[config.mk]
export PLATFORM = sky130hd
export DESIGN_NAME = lcr_regs
export DESIGN_NICKNAME = d
export VERILOG_FILES = /design/src/lcr_pkg.sv /design/src/lcr_regs.sv
export SDC_FILE = /design/constraint.sdc
export NUM_CORES = 1
export LEC_CHECK = 0
export BUFFER_PORTS_ARGS = -buffer_cell sky130_fd_sc_hd__buf_2
export CAP_MARGIN = 5
export CORE_MARGIN = 1
export CORE_UTILIZATION = 25
export CTS_CLUSTER_DIAMETER = 60
export DETAILED_ROUTE_END_ITERATION = 8
export GPL_ROUTABILITY_DRIVEN = 1
export HOLD_SLACK_MARGIN = 0.08
export PLACE_DENSITY = 0.45
export SKIP_CTS_REPAIR_TIMING = 1
export SLEW_MARGIN = 25
export SYNTH_ARGS = -nofsm -noshare
export SYNTH_HDL_FRONTEND = slang
export SYNTH_SLANG_ARGS = --single-unit
[constraint.sdc]
create_clock -name core_clk -period 1.85 [get_ports core_clk]
set_clock_uncertainty 0.1 [all_clocks]
set_input_delay 0.0925 -clock core_clk [delete_from_list [all_inputs] [get_ports core_clk]]
set_output_delay 0.0925 -clock core_clk [all_outputs]
set_load 0.005 [all_outputs]
[src/lcr_pkg.sv]
// Notes on behaviour
// - Bit0 register one enables overcurrent detection, default off
// - Bit1 picks resistor oscillator or external clock
// - Bit2 picks internal or external lamp sync
// - Bit3 picks internal or external dimming sync
// - Bit4 puts ramp or burst signal out
// - Bit5 set suppresses automatic retry after faults
// - Bit7 set switches burst dimming off
// - Register two bit0 permits user memory writes
// - Range codes give scaling 1, 2, 4, 8
// - Sample rate bits 3,4, low default one
// - Sample every 4, 8, 16, 32 cycles
`default_nettype none
package lcr_pkg;
    localparam logic [7:0] LAMP_SOURCE_CONTROL_ADDR = 8'hf4;
    localparam logic [7:0] DIMMING_MEMORY_CONTROL_ADDR = 8'hf5;
    localparam logic [7:0] LAMP_SOURCE_CONTROL_RESET = 8'h00;
    localparam logic [7:0] DIMMING_MEMORY_CONTROL_RESET = 8'h08;
    localparam logic [7:0] DIMMING_MEMORY_CONTROL_MASK = 8'h1f;
    // Fields of lamp_source_control
    localparam int OVERCURRENT_DETECT_ENABLE_BIT = 0;
    localparam int DIM_OSC_INPUT_SELECT_BIT = 1;
    localparam int LAMP_FREQ_SOURCE_SELECT_BIT = 2;
    localparam int BURST_DIM_SOURCE_SELECT_BIT = 3;
    localparam int RAMP_OUTPUT_OPTION_BIT = 4;
    localparam int AUTORETRY_DISABLE_BIT = 5;
    localparam int BURST_DIM_DISABLE_BIT = 7;
    // Fields of dimming_memory_control
    localparam int USER_MEM_WRITE_PROTECT_BIT = 0;
    localparam int DIM_OSC_RANGE_LO_BIT = 1;
    localparam int DIM_OSC_RANGE_HI_BIT = 2;
    localparam int SAMPLE_RATE_LO_BIT = 3;
    localparam int SAMPLE_RATE_HI_BIT = 4;
    // Sampling interval in lamp cycles, minus one, per code
    localparam logic [4:0] SAMPLE_LAST_CODE0 = 5'h03;
    localparam logic [4:0] SAMPLE_LAST_CODE1 = 5'h07;
    localparam logic [4:0] SAMPLE_LAST_CODE2 = 5'h0f;
    localparam logic [4:0] SAMPLE_LAST_CODE3 = 5'h1f;
    // Oscillator scaling constant, kilohm times kilohertz
    localparam logic [3:0] DIM_OSC_SCALE_CODE0 = 4'h1;
    localparam logic [3:0] DIM_OSC_SCALE_CODE1 = 4'h2;
    localparam logic [3:0] DIM_OSC_SCALE_CODE2 = 4'h4;
    localparam logic [3:0] DIM_OSC_SCALE_CODE3 = 4'h8;
endpackage
`default_nettype wire

[src/lcr_regs.sv]
`default_nettype none
module lcr_regs (
    input wire logic core_clk,
    input wire logic rstn,
    input wire logic [7:0] reg_addr,
    input wire logic [7:0] reg_wdata,
    input wire logic reg_wr,
    input wire logic reg_rd,
    output logic [7:0] reg_rdata,
    input wire logic int_lamp_clk,
    input wire logic lamp_sync_pin_in,
    output logic lamp_sync_pin_out,
    output logic lamp_sync_pin_oe,
    input wire logic int_burst_dim,
    input wire logic int_ramp,
    input wire logic dim_sync_pin_in,
    output logic dim_sync_pin_out,
    output logic dim_sync_pin_oe,
    input wire logic overcurrent_raw,
    input wire logic user_mem_wr_req,
    output logic overcurrent_detect_enable,
    output logic overcurrent_fault,
    output logic dim_osc_input_select,
    output logic [3:0] dim_osc_scale,
    output logic lamp_freq_source_select,
    output logic burst_dim_source_select,
    output logic burst_dimming,
    output logic autoretry_enable,
    output logic user_mem_wr_en,
    output logic lamp_cycle,
    output logic lamp_current_feedback_sample
);
    typedef enum logic {LCR_IDLE, LCR_READ} lcr_rd_t;

    logic [7:0] lamp_source_control;
    logic [7:0] dimming_memory_control;
    lcr_rd_t rd_state;
    logic lamp_clk_prev;
    logic [4:0] sample_count;

    // Address decode
    wire sel_lsc = reg_addr == lcr_pkg::LAMP_SOURCE_CONTROL_ADDR;
    wire sel_dmc = reg_addr == lcr_pkg::DIMMING_MEMORY_CONTROL_ADDR;
    wire wr_lsc = reg_wr && sel_lsc;
    wire wr_dmc = reg_wr && sel_dmc;
    // Unmapped addresses read as zero
    wire [7:0] rd_mux = sel_lsc ? lamp_source_control :
                        sel_dmc ? dimming_memory_control : 8'h00;

    // Field views
    wire f_ocd = lamp_source_control[lcr_pkg::OVERCURRENT_DETECT_ENABLE_BIT];
    wire f_osc_sel = lamp_source_control[lcr_pkg::DIM_OSC_INPUT_SELECT_BIT];
    wire f_lamp_freq_source_select = lamp_source_control[lcr_pkg::LAMP_FREQ_SOURCE_SELECT_BIT];
    wire f_burst_dim_source_select = lamp_source_control[lcr_pkg::BURST_DIM_SOURCE_SELECT_BIT];
    wire f_ramp = lamp_source_control[lcr_pkg::RAMP_OUTPUT_OPTION_BIT];
    wire f_ard = lamp_source_control[lcr_pkg::AUTORETRY_DISABLE_BIT];
    wire f_dpd = lamp_source_control[lcr_pkg::BURST_DIM_DISABLE_BIT];
    wire f_user_mem_write_protect = dimming_memory_control[lcr_pkg::USER_MEM_WRITE_PROTECT_BIT];
    wire [1:0] f_range = {dimming_memory_control[lcr_pkg::DIM_OSC_RANGE_HI_BIT],
                          dimming_memory_control[lcr_pkg::DIM_OSC_RANGE_LO_BIT]};
    wire [1:0] f_rate = {dimming_memory_control[lcr_pkg::SAMPLE_RATE_HI_BIT],
                         dimming_memory_control[lcr_pkg::SAMPLE_RATE_LO_BIT]};

    wire [3:0] next_dim_osc_scale = (f_range == 2'h0) ? lcr_pkg::DIM_OSC_SCALE_CODE0 :
                                    (f_range == 2'h1) ? lcr_pkg::DIM_OSC_SCALE_CODE1 :
                                    (f_range == 2'h2) ? lcr_pkg::DIM_OSC_SCALE_CODE2 :
                                    lcr_pkg::DIM_OSC_SCALE_CODE3;

    wire [4:0] sample_last = (f_rate == 2'h0) ? lcr_pkg::SAMPLE_LAST_CODE0 :
                             (f_rate == 2'h1) ? lcr_pkg::SAMPLE_LAST_CODE1 :
                             (f_rate == 2'h2) ? lcr_pkg::SAMPLE_LAST_CODE2 :
                             lcr_pkg::SAMPLE_LAST_CODE3;

    wire lamp_clk_sel = f_lamp_freq_source_select ? lamp_sync_pin_in : int_lamp_clk;
    wire lamp_tick = lamp_clk_sel && !lamp_clk_prev;
    // Wrap also when a shorter code is written mid-count
    wire sample_wrap = lamp_tick && (sample_count >= sample_last);
    wire [4:0] next_sample_count = !lamp_tick ? sample_count :
                                   sample_wrap ? 5'h00 : sample_count + 5'h01;

    wire dim_sel = f_burst_dim_source_select ? dim_sync_pin_in : int_burst_dim;
    // ramp or burst on sync output
    wire next_dim_out = f_ramp ? int_ramp : int_burst_dim;

    // Register writes; reserved bit kept as written, host must keep it zero
    always_ff @(posedge core_clk) begin
        if (!rstn) begin
            lamp_source_control <= lcr_pkg::LAMP_SOURCE_CONTROL_RESET;
            dimming_memory_control <= lcr_pkg::DIMMING_MEMORY_CONTROL_RESET;
        end else begin
            if (wr_lsc) begin
                lamp_source_control <= reg_wdata;
            end
            if (wr_dmc) begin
                dimming_memory_control <= reg_wdata & lcr_pkg::DIMMING_MEMORY_CONTROL_MASK;
            end
        end
    end

    // Read answer one cycle after the strobe
    always_ff @(posedge core_clk) begin
        if (!rstn) begin
            rd_state <= LCR_IDLE;
            reg_rdata <= 8'h00;
        end else begin
            case (rd_state)
                LCR_IDLE: begin
                    if (reg_rd) begin
                        rd_state <= LCR_READ;
                        reg_rdata <= rd_mux;
                    end
                end
                LCR_READ: begin
                    rd_state <= reg_rd ? LCR_READ : LCR_IDLE;
                    reg_rdata <= reg_rd ? rd_mux : reg_rdata;
                end
                default: begin
                    rd_state <= LCR_IDLE;
                end
            endcase
        end
    end

    always_ff @(posedge core_clk) begin
        if (!rstn) begin
            overcurrent_detect_enable <= 1'b0;
            overcurrent_fault <= 1'b0;
            dim_osc_input_select <= 1'b0;
            dim_osc_scale <= lcr_pkg::DIM_OSC_SCALE_CODE0;
            lamp_freq_source_select <= 1'b0;
            burst_dim_source_select <= 1'b0;
            autoretry_enable <= 1'b1;
            user_mem_wr_en <= 1'b0;
        end else begin
            overcurrent_detect_enable <= f_ocd;
            overcurrent_fault <= f_ocd && overcurrent_raw;
            dim_osc_input_select <= f_osc_sel;
            dim_osc_scale <= next_dim_osc_scale;
            lamp_freq_source_select <= f_lamp_freq_source_select;
            burst_dim_source_select <= f_burst_dim_source_select;
            autoretry_enable <= !f_ard;
            user_mem_wr_en <= f_user_mem_write_protect && user_mem_wr_req;
        end
    end

    // Pin drive and burst dimming path
    always_ff @(posedge core_clk) begin
        if (!rstn) begin
            lamp_sync_pin_out <= 1'b0;
            lamp_sync_pin_oe <= 1'b0;
            dim_sync_pin_out <= 1'b0;
            dim_sync_pin_oe <= 1'b0;
            burst_dimming <= 1'b0;
        end else begin
            // drive lamp sync only when internal
            lamp_sync_pin_out <= int_lamp_clk;
            lamp_sync_pin_oe <= !f_lamp_freq_source_select;
            // drive dimming sync only when internal
            dim_sync_pin_out <= next_dim_out;
            dim_sync_pin_oe <= !f_burst_dim_source_select;
            burst_dimming <= !f_dpd && dim_sel;
        end
    end

    // lamp cycle counter for feedback sampling
    always_ff @(posedge core_clk) begin
        if (!rstn) begin
            lamp_clk_prev <= 1'b0;
            sample_count <= 5'h00;
            lamp_cycle <= 1'b0;
            lamp_current_feedback_sample <= 1'b0;
        end else begin
            lamp_clk_prev <= lamp_clk_sel;
            sample_count <= next_sample_count;
            lamp_cycle <= lamp_tick;
            lamp_current_feedback_sample <= sample_wrap;
        end
    end
endmodule
`default_nettype wire

==> results.py, run 1 <==
metrics = {
    "outcome": {
        "status": "completed",
    },
    "drt": {
        "first_pass_iters": 4,
        "ant_nets": 0,
        "totalWireLength_mm": 4.25,
        "wl_per_cell_um": 12.3,
        "first_iter_violations": 74,
        "vias": 1520,
        "viasPerCell": 4.41,
        "drc": 0,
    },
    "hold_path": {
        "worstHoldPathType": "in -> reg",
        "min_to": "lamp_clk_prev$_SDFF_PN0_",
        "whs_path_depth": 4,
        "worstHoldStart": "lamp_sync_pin_in",
    },
    "timing": {
        "finalCriticalPeriod_ns": 1.71,
        "drv_slew": 0,
        "worstMarginPinSlew_ns": 0.545,
        "fmax_mhz": 583,
        "finalHoldViolCount": 0,
        "rsz0062_at_grt": "false",
        "slew_headroom_pct": 63.4,
        "fin_hold_ws_ns": 0.102,
        "setup_violations": 0,
        "timing.final.crit_share_pct": 92.7,
    },
    "global_route": {
        "grt_max_degree": 26,
        "overflow": 0,
        "antenna_found_initial": 0,
        "grt_pass1_wl_mm": 6.68,
        "grt_use_total_pct": 11.9,
        "first_global_vias": 1398,
    },
    "critical_path": {
        "crit_chain": "nand2_1, ha_1, o211ai_1, o21ai_1, a221oi_1",
        "r2r-start": "dimming_memory_control[4]$_SDFFE_PN0P_",
        "cp_num_buf_inv": 0,
        "worst_path_max_delay_cell": "o21ai_1",
        "ff2ff_path_depth": 5,
        "crit_required_ns": 1.91,
        "reg2reg_to": "sample_count[2]$_SDFFE_PN0P_",
        "cp_max_fo": 6,
        "r2r_slack_ns": 0.14,
        "cp-end-kind": "flip-flop",
        "path_class": "reg -> reg",
        "start_kind": "flip-flop",
        "cpLargestDelayFamily": "compound AO/OA/AOI/OAI gates",
        "worst_ep_arrival_time_ns": 1.77,
        "slowest_delay_ns": 0.46,
    },
    "synth": {
        "yosysWarnings": 0,
        "synth_edf_count": 0,
        "synth_area_um2": 1760,
        "postSynthAreaPerCell_um2": 10.0,
        "ys.flop_type": "dfxtp_1",
        "synth-seq-cells": 45,
        "synth-seq-area-share_pct": 51.2,
        "ys_types": 33,
        "synth_nets": 207,
        "synthArstFlopShare_pct": 0,
        "netlist_instances": 176,
    },
    "clock_tree": {
        "cts_buffer_depth": 2,
        "ctsRootBufferMaster": "clkbuf_8",
        "cts_inserted_buffers": 5,
        "cts_max_level": 2,
        "clk_latency_ns": 0.30,
        "clk_pin_slew_ns": 0.09,
        "cts_tree": "done",
        "cts.sinks": 45,
    },
    "final_layout": {
        "synthToLayoutAreaGrowth_pct": 35.7,
        "nNetsFinal": 279,
        "n_antenna_cell": 0,
        "drive_gt1_share_pct": 29.7,
        "fillCellCount": 729,
        "finalNonFillerCells": 345,
        "fin_area_um2": 2390,
    },
    "die": {
        "die_y_um": 85.9,
        "core.rowCount": 30,
        "core_region_area_um2": 6790,
        "die_x_um": 85.9,
        "ios": 53,
        "die-area_um2": 7380,
        "start_util_pct": 25.9,
    },
    "place": {
        "dpl.cell_count": 321,
        "placed_cell_area_um2": 2140,
        "routabilityCongestion": 0.713,
        "port_buffers": 52,
        "hpwlAfterDp_mm": 2.90,
    },
    "power_and_ir_drop": {
        "irDropWorstVdd_mv": 0.299,
        "p_leak_nw": 1.02,
        "power_mw": 1.74,
        "powerDensity_nw_per_um2": 730,
    },
    "run": {
        "cap_violations": 0,
    },
}
==> worst max path at each step <==
stage / slack (ns) / end / depth (start not counted) / start
floorplan: 0.19 / sample_count[2]$_SDFFE_PN0P_ / 5 / dimming_memory_control[4]$_SDFFE_PN0P_
global placement: -0.13 / sample_count[2]$_SDFFE_PN0P_ / 5 / dimming_memory_control[4]$_SDFFE_PN0P_
detailed placement: -0.11 / sample_count[2]$_SDFFE_PN0P_ / 5 / dimming_memory_control[4]$_SDFFE_PN0P_
CTS: -0.12 / sample_count[2]$_SDFFE_PN0P_ / 5 / dimming_memory_control[4]$_SDFFE_PN0P_
global route: 0.03 / sample_count[2]$_SDFFE_PN0P_ / 5 / dimming_memory_control[4]$_SDFFE_PN0P_
finish: 0.14 / sample_count[2]$_SDFFE_PN0P_ / 5 / dimming_memory_control[4]$_SDFFE_PN0P_
==> power by group <==
group          internal [mW]  switching, mW  total (mW)
clock                  0.267          0.355       0.622
combinational         0.0723         0.0639       0.136
sequential             0.979        0.00720       0.987
total                   1.32          0.426        1.74
==> area by class of cell <==
type	count	area, um^2	area share, %
clock inverters	2	15.0	0.628
inverters	7	26.3	1.10
clock buffers	6	72.6	3.04
repair buffers	74	465	19.5
flip-flops and latches	45	901	37.7
multi-input cells	115	790	33.0
well taps	96	120	5.03
==> cells in the final DEF (no fill, tap or decap), drive strengths merged <==
master        n
nand4b        2
and3          3
a211oi        1
o211ai        1
nand2        21
a21oi         9
buf          58
o21ai         7
a211o         1
mux2          5
nand4         4
nor4bb        1
dfxtp        45
nand3         5
or3           4
o31a          1
ha            4
mux2i        15
or3b          1
nand4bb       1
dlygate4sd3  16
nor2          8
clkinvlp      2
clkbuf        6
and4          1
inv           7
nor3          4
nand2b        9
and2          2
a221oi        5
==> per-layer routing <==
| metal | share of wire, % | vias to the layer above | global-route usage (%) |
|---|---|---|---|
| li1 | - | 764 | - |
| met1 | 49 | 719 | 15.3 |
| met2 | 46 | 35 | 18.8 |
| met3 | 4.1 | 2 | 3.37 |
| met4 | 0.57 | 0 | 4.55 |
| met5 | 0 | - | 0 |
==> worst min-delay path: stages <==
cell and delay, ns:
buf_2 0.08, mux2i_1 0.06, buf_4 0.17, nor2_1 0.08
==> Yosys cell counts (2+ instances only) <==
library cell	number	area (um^2)
a21oi_1	9	45.0
a221oi_1	3	26.3
a221oi_2	2	30.0
and2_1	2	12.5
and3_1	3	18.8
buf_2	2	10.0
clkbuf_1	5	18.8
dfxtp_1	45	901
ha_1	4	50.1
inv_1	7	26.3
mux2_2	5	56.3
mux2i_1	15	150
nand2_1	21	78.8
nand2b_1	9	56.3
nand3_1	5	25.0
nand4_1	4	25.0
nand4b_1	2	17.5
nor2_1	8	30.0
nor3_1	2	10.0
o21ai_0	7	35.0
or3_1	4	25.0
==> registers in the layout, summed over array words and instances (netlist names), 4 cells and up <==
name	cells
lamp_source_control	8
reg_rdata	8
dim_osc_scale	4
sample_count	5
dimming_memory_control	5
==> cell families after synthesis <==
kind of cell    share of synthesized area [%]
flops                                    51.2
fa+ha+maj                                2.84
mux                                      11.7
simple gates                             20.7
compound gates                           9.60
buf+inv                                  3.98
==> per-stage QoR <==
step	setup WS (ns)	TNS [ns]	utilization (%)
after floorplan	0.189	0	-
after global placement	-0.128	-0.565	31.5
after detailed placement	-0.106	-0.427	31.5
after CTS	-0.120	-0.516	32.8
after global routing	0.0264	0	35.2
final	0.135	0	35.2
Power figures use the tool's default switching activity.
==> run 2: changes to the inputs <==
- ABC_CLOCK_PERIOD_IN_PS: not set -> 2050
- clock period: 1.85 -> 2.05 ns (I/O delays scaled with it)
==> results.py, run 2 (synthesis results as in run 1) <==
metrics = {
    "clock_tree": {
        "clk_pin_slew_ns": 0.10,
        "cts_buffer_depth": 2,
        "cts_tree": "done",
        "cts_inserted_buffers": 5,
        "cts_max_level": 2,
        "clk_latency_ns": 0.29,
        "ctsRootBufferMaster": "clkbuf_8",
        "cts.sinks": 45,
    },
    "critical_path": {
        "critPathCapture": "sample_count[3]$_SDFFE_PN0P_",
        "path_class": "reg -> reg",
        "start_kind": "flip-flop",
        "slowest_delay_ns": 0.48,
        "ff2ff_path_depth": 5,
        "worst_ep_arrival_time_ns": 1.80,
        "reg2reg_to": "sample_count[3]$_SDFFE_PN0P_",
        "cp-startpoint": "dimming_memory_control[4]$_SDFFE_PN0P_",
        "cp-end-kind": "flip-flop",
        "r2r_slack_ns": 0.30,
        "r2r-start": "dimming_memory_control[4]$_SDFFE_PN0P_",
        "crit_chain": "nor2_1, ha_1, o211ai_1, o21ai_1, a221oi_1",
        "crit_required_ns": 2.10,
        "cp_max_fo": 6,
        "worst_path_max_delay_cell": "o21ai_1",
    },
    "final_layout": {
        "fillCellCount": 715,
        "final_core_util_pct": 34.8,
        "n_antenna_cell": 0,
        "synthToLayoutAreaGrowth_pct": 34.5,
        "drive_gt1_share_pct": 29.7,
        "nNetsFinal": 276,
        "reg_top3": "lamp_source_control (8), reg_rdata (8)",
        "fin_area_um2": 2370,
        "most-common-layout-cells": "buf_2 (52), dfxtp_1 (45), nand2_1 (21)",
        "final_common_cell": "buf_2",
    },
    "global_route": {
        "grt_use_total_pct": 11.8,
        "overflow": 0,
        "grt_pass1_wl_mm": 6.76,
        "first_global_vias": 1429,
        "antenna_found_initial": 0,
        "grt_max_degree": 26,
    },
    "timing": {
        "slew_headroom_pct": 61.6,
        "finalCriticalPeriod_ns": 1.75,
        "rsz0062_at_grt": "false",
        "finalHoldViolCount": 0,
        "setup_violations": 0,
        "worstMarginPinSlew_ns": 0.573,
        "drv_slew": 0,
        "finalSetupTns_ns": 0,
        "timing.final.crit_share_pct": 85.5,
        "fmax_mhz": 571,
    },
    "drt": {
        "wl_per_cell_um": 12.3,
        "first_pass_iters": 4,
        "totalWireLength_mm": 4.20,
        "first_iter_violations": 95,
        "ant_nets": 0,
        "drc": 0,
        "vias": 1494,
        "viasPerCell": 4.37,
    },
    "place": {
        "port_buffers": 52,
        "placed_cell_area_um2": 2130,
        "hpwlAfterDp_mm": 2.92,
        "routabilityCongestion": 0.714,
    },
    "die": {
        "die_y_um": 85.9,
        "die_x_um": 85.9,
        "core_region_area_um2": 6790,
        "die-area_um2": 7380,
        "ios": 53,
        "start_util_pct": 25.9,
        "core.rowCount": 30,
    },
    "power_and_ir_drop": {
        "cell_internal_pwr_mw": 1.19,
        "combPwrFrac_pct": 7.7,
        "clockPowerShare_pct": 35.8,
        "power_mw": 1.57,
        "p_seq_share_pct": 56.6,
        "p_leak_nw": 1.01,
        "power.switching_mw": 0.384,
        "irDropWorstVdd_mv": 0.307,
        "swShare_pct": 24.4,
        "powerDensity_nw_per_um2": 665,
    },
    "run": {
        "cap_violations": 0,
    },
    "hold_path": {
        "worstHoldPathType": "in -> reg",
    },
    "outcome": {
        "status": "completed",
    },
}
==> run 2: area by class of cell <==
cell class,count,area [um^2],area share [%]
flip-flops and latches,45,901,38.1
multi-input cells,115,790,33.4
repair buffers,71,440,18.6
clock inverters,3,21.3,0.899
clock buffers,5,68.8,2.91
inverters,7,26.3,1.11
well taps,96,120,5.07
==> run 2: how the worst min path moves through the flow <==
| stage | from | slack, ns | endpoint | cells past startpoint |
|---|---|---|---|---|
| finish | reg_rd | 0.08 | reg_rdata[6]$_SDFFE_PN0P_ | 3 |
| global route | reg_rd | 0.11 | reg_rdata[6]$_SDFFE_PN0P_ | 3 |
| CTS | int_lamp_clk | -0.09 | lamp_sync_pin_out$_SDFF_PN0_ | 2 |
| detailed placement | int_lamp_clk | 0.23 | lamp_sync_pin_out$_SDFF_PN0_ | 2 |
| global placement | int_lamp_clk | 0.22 | lamp_sync_pin_out$_SDFF_PN0_ | 2 |
| floorplan | reg_wdata[3] | 0.12 | dimming_memory_control[3]$_SDFFE_PN1P_ | 1 |
==> run 2: metrics by stage <==
step                      hold WS [ns]  std cells  setup slack [ns]
final                           0.0819        342             0.298
after global routing             0.106        342             0.207
after CTS                      -0.0851        327            0.0172
after detailed placement         0.227        319            0.0423
after global placement           0.223        319            0.0777
after floorplan                  0.120        176             0.389
==> run 2: power groups by stage <==
stage	Combinational [mW]	Clock [mW]	Sequential, mW
2_1_floorplan	0.0519	0	0.911
3_3_place_gp	0.101	0	0.911
3_5_place_dp	0.100	0	0.911
4_1_cts	0.101	0.591	0.891
5_1_grt	0.133	0.621	0.893
6_report	0.121	0.563	0.891
==> run 2: metal layers <==
metal / up-vias / GRT usage (%) / wire (um)
met3: 2 / 3.66 / 179
met5: - / 0 / 0
met4: 0 / 4.09 / 31
met2: 32 / 18.3 / 1910
li1: 756 / - / -
met1: 704 / 15.6 / 2080
==> run 2: critical path: cells and delay by family, from the launching register on <==
kind / cells / cell delay (ns)
compound gates: 3 / 0.76
fa+ha+maj: 1 / 0.28
flops: 1 / 0.40
simple gates: 1 / 0.08
==> run 3: changes to the inputs <==
- RECOVER_POWER: not set -> 25
==> results.py, run 3 (synthesis results as in run 1) <==
metrics = {
    "clock_tree": {
        "clk_latency_ns": 0.29,
        "cts_buffer_depth": 2,
        "cts_max_level": 2,
        "cts_inserted_buffers": 5,
        "cts.sinks": 45,
        "clk_pin_slew_ns": 0.10,
        "ctsRootBufferMaster": "clkbuf_8",
        "cts_tree": "done",
    },
    "drt": {
        "ant_nets": 0,
        "viasPerCell": 4.37,
        "wl_per_cell_um": 12.3,
        "vias": 1494,
        "first_iter_violations": 95,
        "first_pass_iters": 4,
        "drc": 0,
        "totalWireLength_mm": 4.19,
    },
    "final_layout": {
        "most-common-layout-cells": "buf_2 (51), dfxtp_1 (45), nand2_1 (21)",
        "nNetsFinal": 276,
        "synthToLayoutAreaGrowth_pct": 34.4,
        "n_antenna_cell": 0,
        "final_common_cell": "buf_2",
        "final_core_util_pct": 34.8,
        "reg_top3": "lamp_source_control (8), reg_rdata (8)",
        "fin_area_um2": 2370,
        "drive_gt1_share_pct": 29.3,
    },
    "power_and_ir_drop": {
        "power_mw": 1.57,
        "powerDensity_nw_per_um2": 665,
        "p_leak_nw": 1.00,
        "irDropWorstVdd_mv": 0.307,
    },
    "timing": {
        "fmax_mhz": 571,
        "finalHoldViolCount": 0,
        "worstMarginPinSlew_ns": 0.573,
        "drv_slew": 0,
        "slew_headroom_pct": 61.6,
        "setup_violations": 0,
        "finalSetupTns_ns": 0,
        "timing.final.crit_share_pct": 85.5,
        "finalCriticalPeriod_ns": 1.75,
        "postLayoutSetupSlackWorst_ns": 0.298,
        "rsz0062_at_grt": "false",
    },
    "place": {
        "hpwlAfterDp_mm": 2.92,
        "placed_cell_area_um2": 2130,
        "post-place-ws_ns": 0.0423,
        "port_buffers": 52,
        "routabilityCongestion": 0.714,
    },
    "die": {
        "ios": 53,
        "die_y_um": 85.9,
        "core.rowCount": 30,
        "core_region_area_um2": 6790,
        "start_util_pct": 25.9,
        "die-area_um2": 7380,
        "die_x_um": 85.9,
    },
    "global_route": {
        "grt_use_total_pct": 11.8,
        "grt_pass1_wl_mm": 6.76,
        "first_global_vias": 1429,
        "overflow": 0,
        "grt_max_degree": 26,
        "antenna_found_initial": 0,
    },
    "critical_path": {
        "worst_path_max_delay_cell": "o21ai_1",
        "crit_chain": "nor2_1, ha_1, o211ai_1, o21ai_1, a221oi_1",
        "start_kind": "flip-flop",
        "cp-end-kind": "flip-flop",
        "path_class": "reg -> reg",
        "worst_ep_arrival_time_ns": 1.80,
        "cp_max_fo": 6,
        "crit_required_ns": 2.10,
        "cp-startpoint": "dimming_memory_control[4]$_SDFFE_PN0P_",
        "cpLargestDelayFamily": "compound AO/OA/AOI/OAI gates",
        "cp_num_buf_inv": 0,
        "slowest_delay_ns": 0.48,
        "r2r-start": "dimming_memory_control[4]$_SDFFE_PN0P_",
    },
    "run": {
        "cap_violations": 0,
    },
    "outcome": {
        "status": "completed",
    },
    "hold_path": {
        "worstHoldPathType": "in -> reg",
        "worstHoldStart": "reg_rd",
    },
}
## run 3: changes by cell type in the layout (fill, tap and decap cells not counted)
cell / before / now
clkbuf_1: 0 / 1
buf_2: 52 / 51
## run 3: where the power goes
group	internal (mW)	leakage [nW]	total, mW	switching, mW
combinational	0.0638	0.593	0.121	0.0567
clock	0.243	0.0445	0.563	0.321
sequential	0.884	0.365	0.891	0.00683
## run 3: final cells by class
cell class / instances / area (um^2)
tap: 96 / 120
timing repair buffer: 71 / 439
clock inverter: 3 / 21.3
sequential: 45 / 901
fill: 713 / 4430
multi-input combinational: 115 / 790
clock buffer: 5 / 68.8
inverter: 7 / 26.3
## run 3: path summary, 6_finish.rpt
path | end | slack [ns] | depth (start not counted)
setup / recovery | sample_count[3]$_SDFFE_PN0P_ | 0.30 | 5
hold reg to reg | autoretry_enable$_SDFF_PN1_ | 0.32 | 1
hold / removal | reg_rdata[6]$_SDFFE_PN0P_ | 0.08 | 3
setup reg to reg | sample_count[3]$_SDFFE_PN0P_ | 0.30 | 5
## run 3: worst register-to-register path: cells and delay by family (launching register included)
kind	cells	cell delay, ns
and+or+nand+nor	1	0.08
DFF	1	0.40
AOI/OAI and AO/OA	3	0.76
adders and majority gates	1	0.28
## run 3: through the flow
stage,hold slack (ns),instances
6_report,0.0819,342
5_1_grt,0.106,342
4_1_cts,-0.0851,327
3_5_place_dp,0.227,319
3_3_place_gp,0.223,319
2_1_floorplan,0.120,176
## run 3: per-layer routing
layer | vias to the layer above | part of all wire (%) | track usage [%]
met1 | 704 | 49 | 15.6
met4 | 0 | 0.74 | 4.09
met5 | - | 0 | 0
li1 | 756 | - | -
met2 | 32 | 46 | 18.3
met3 | 2 | 4.3 | 3.66
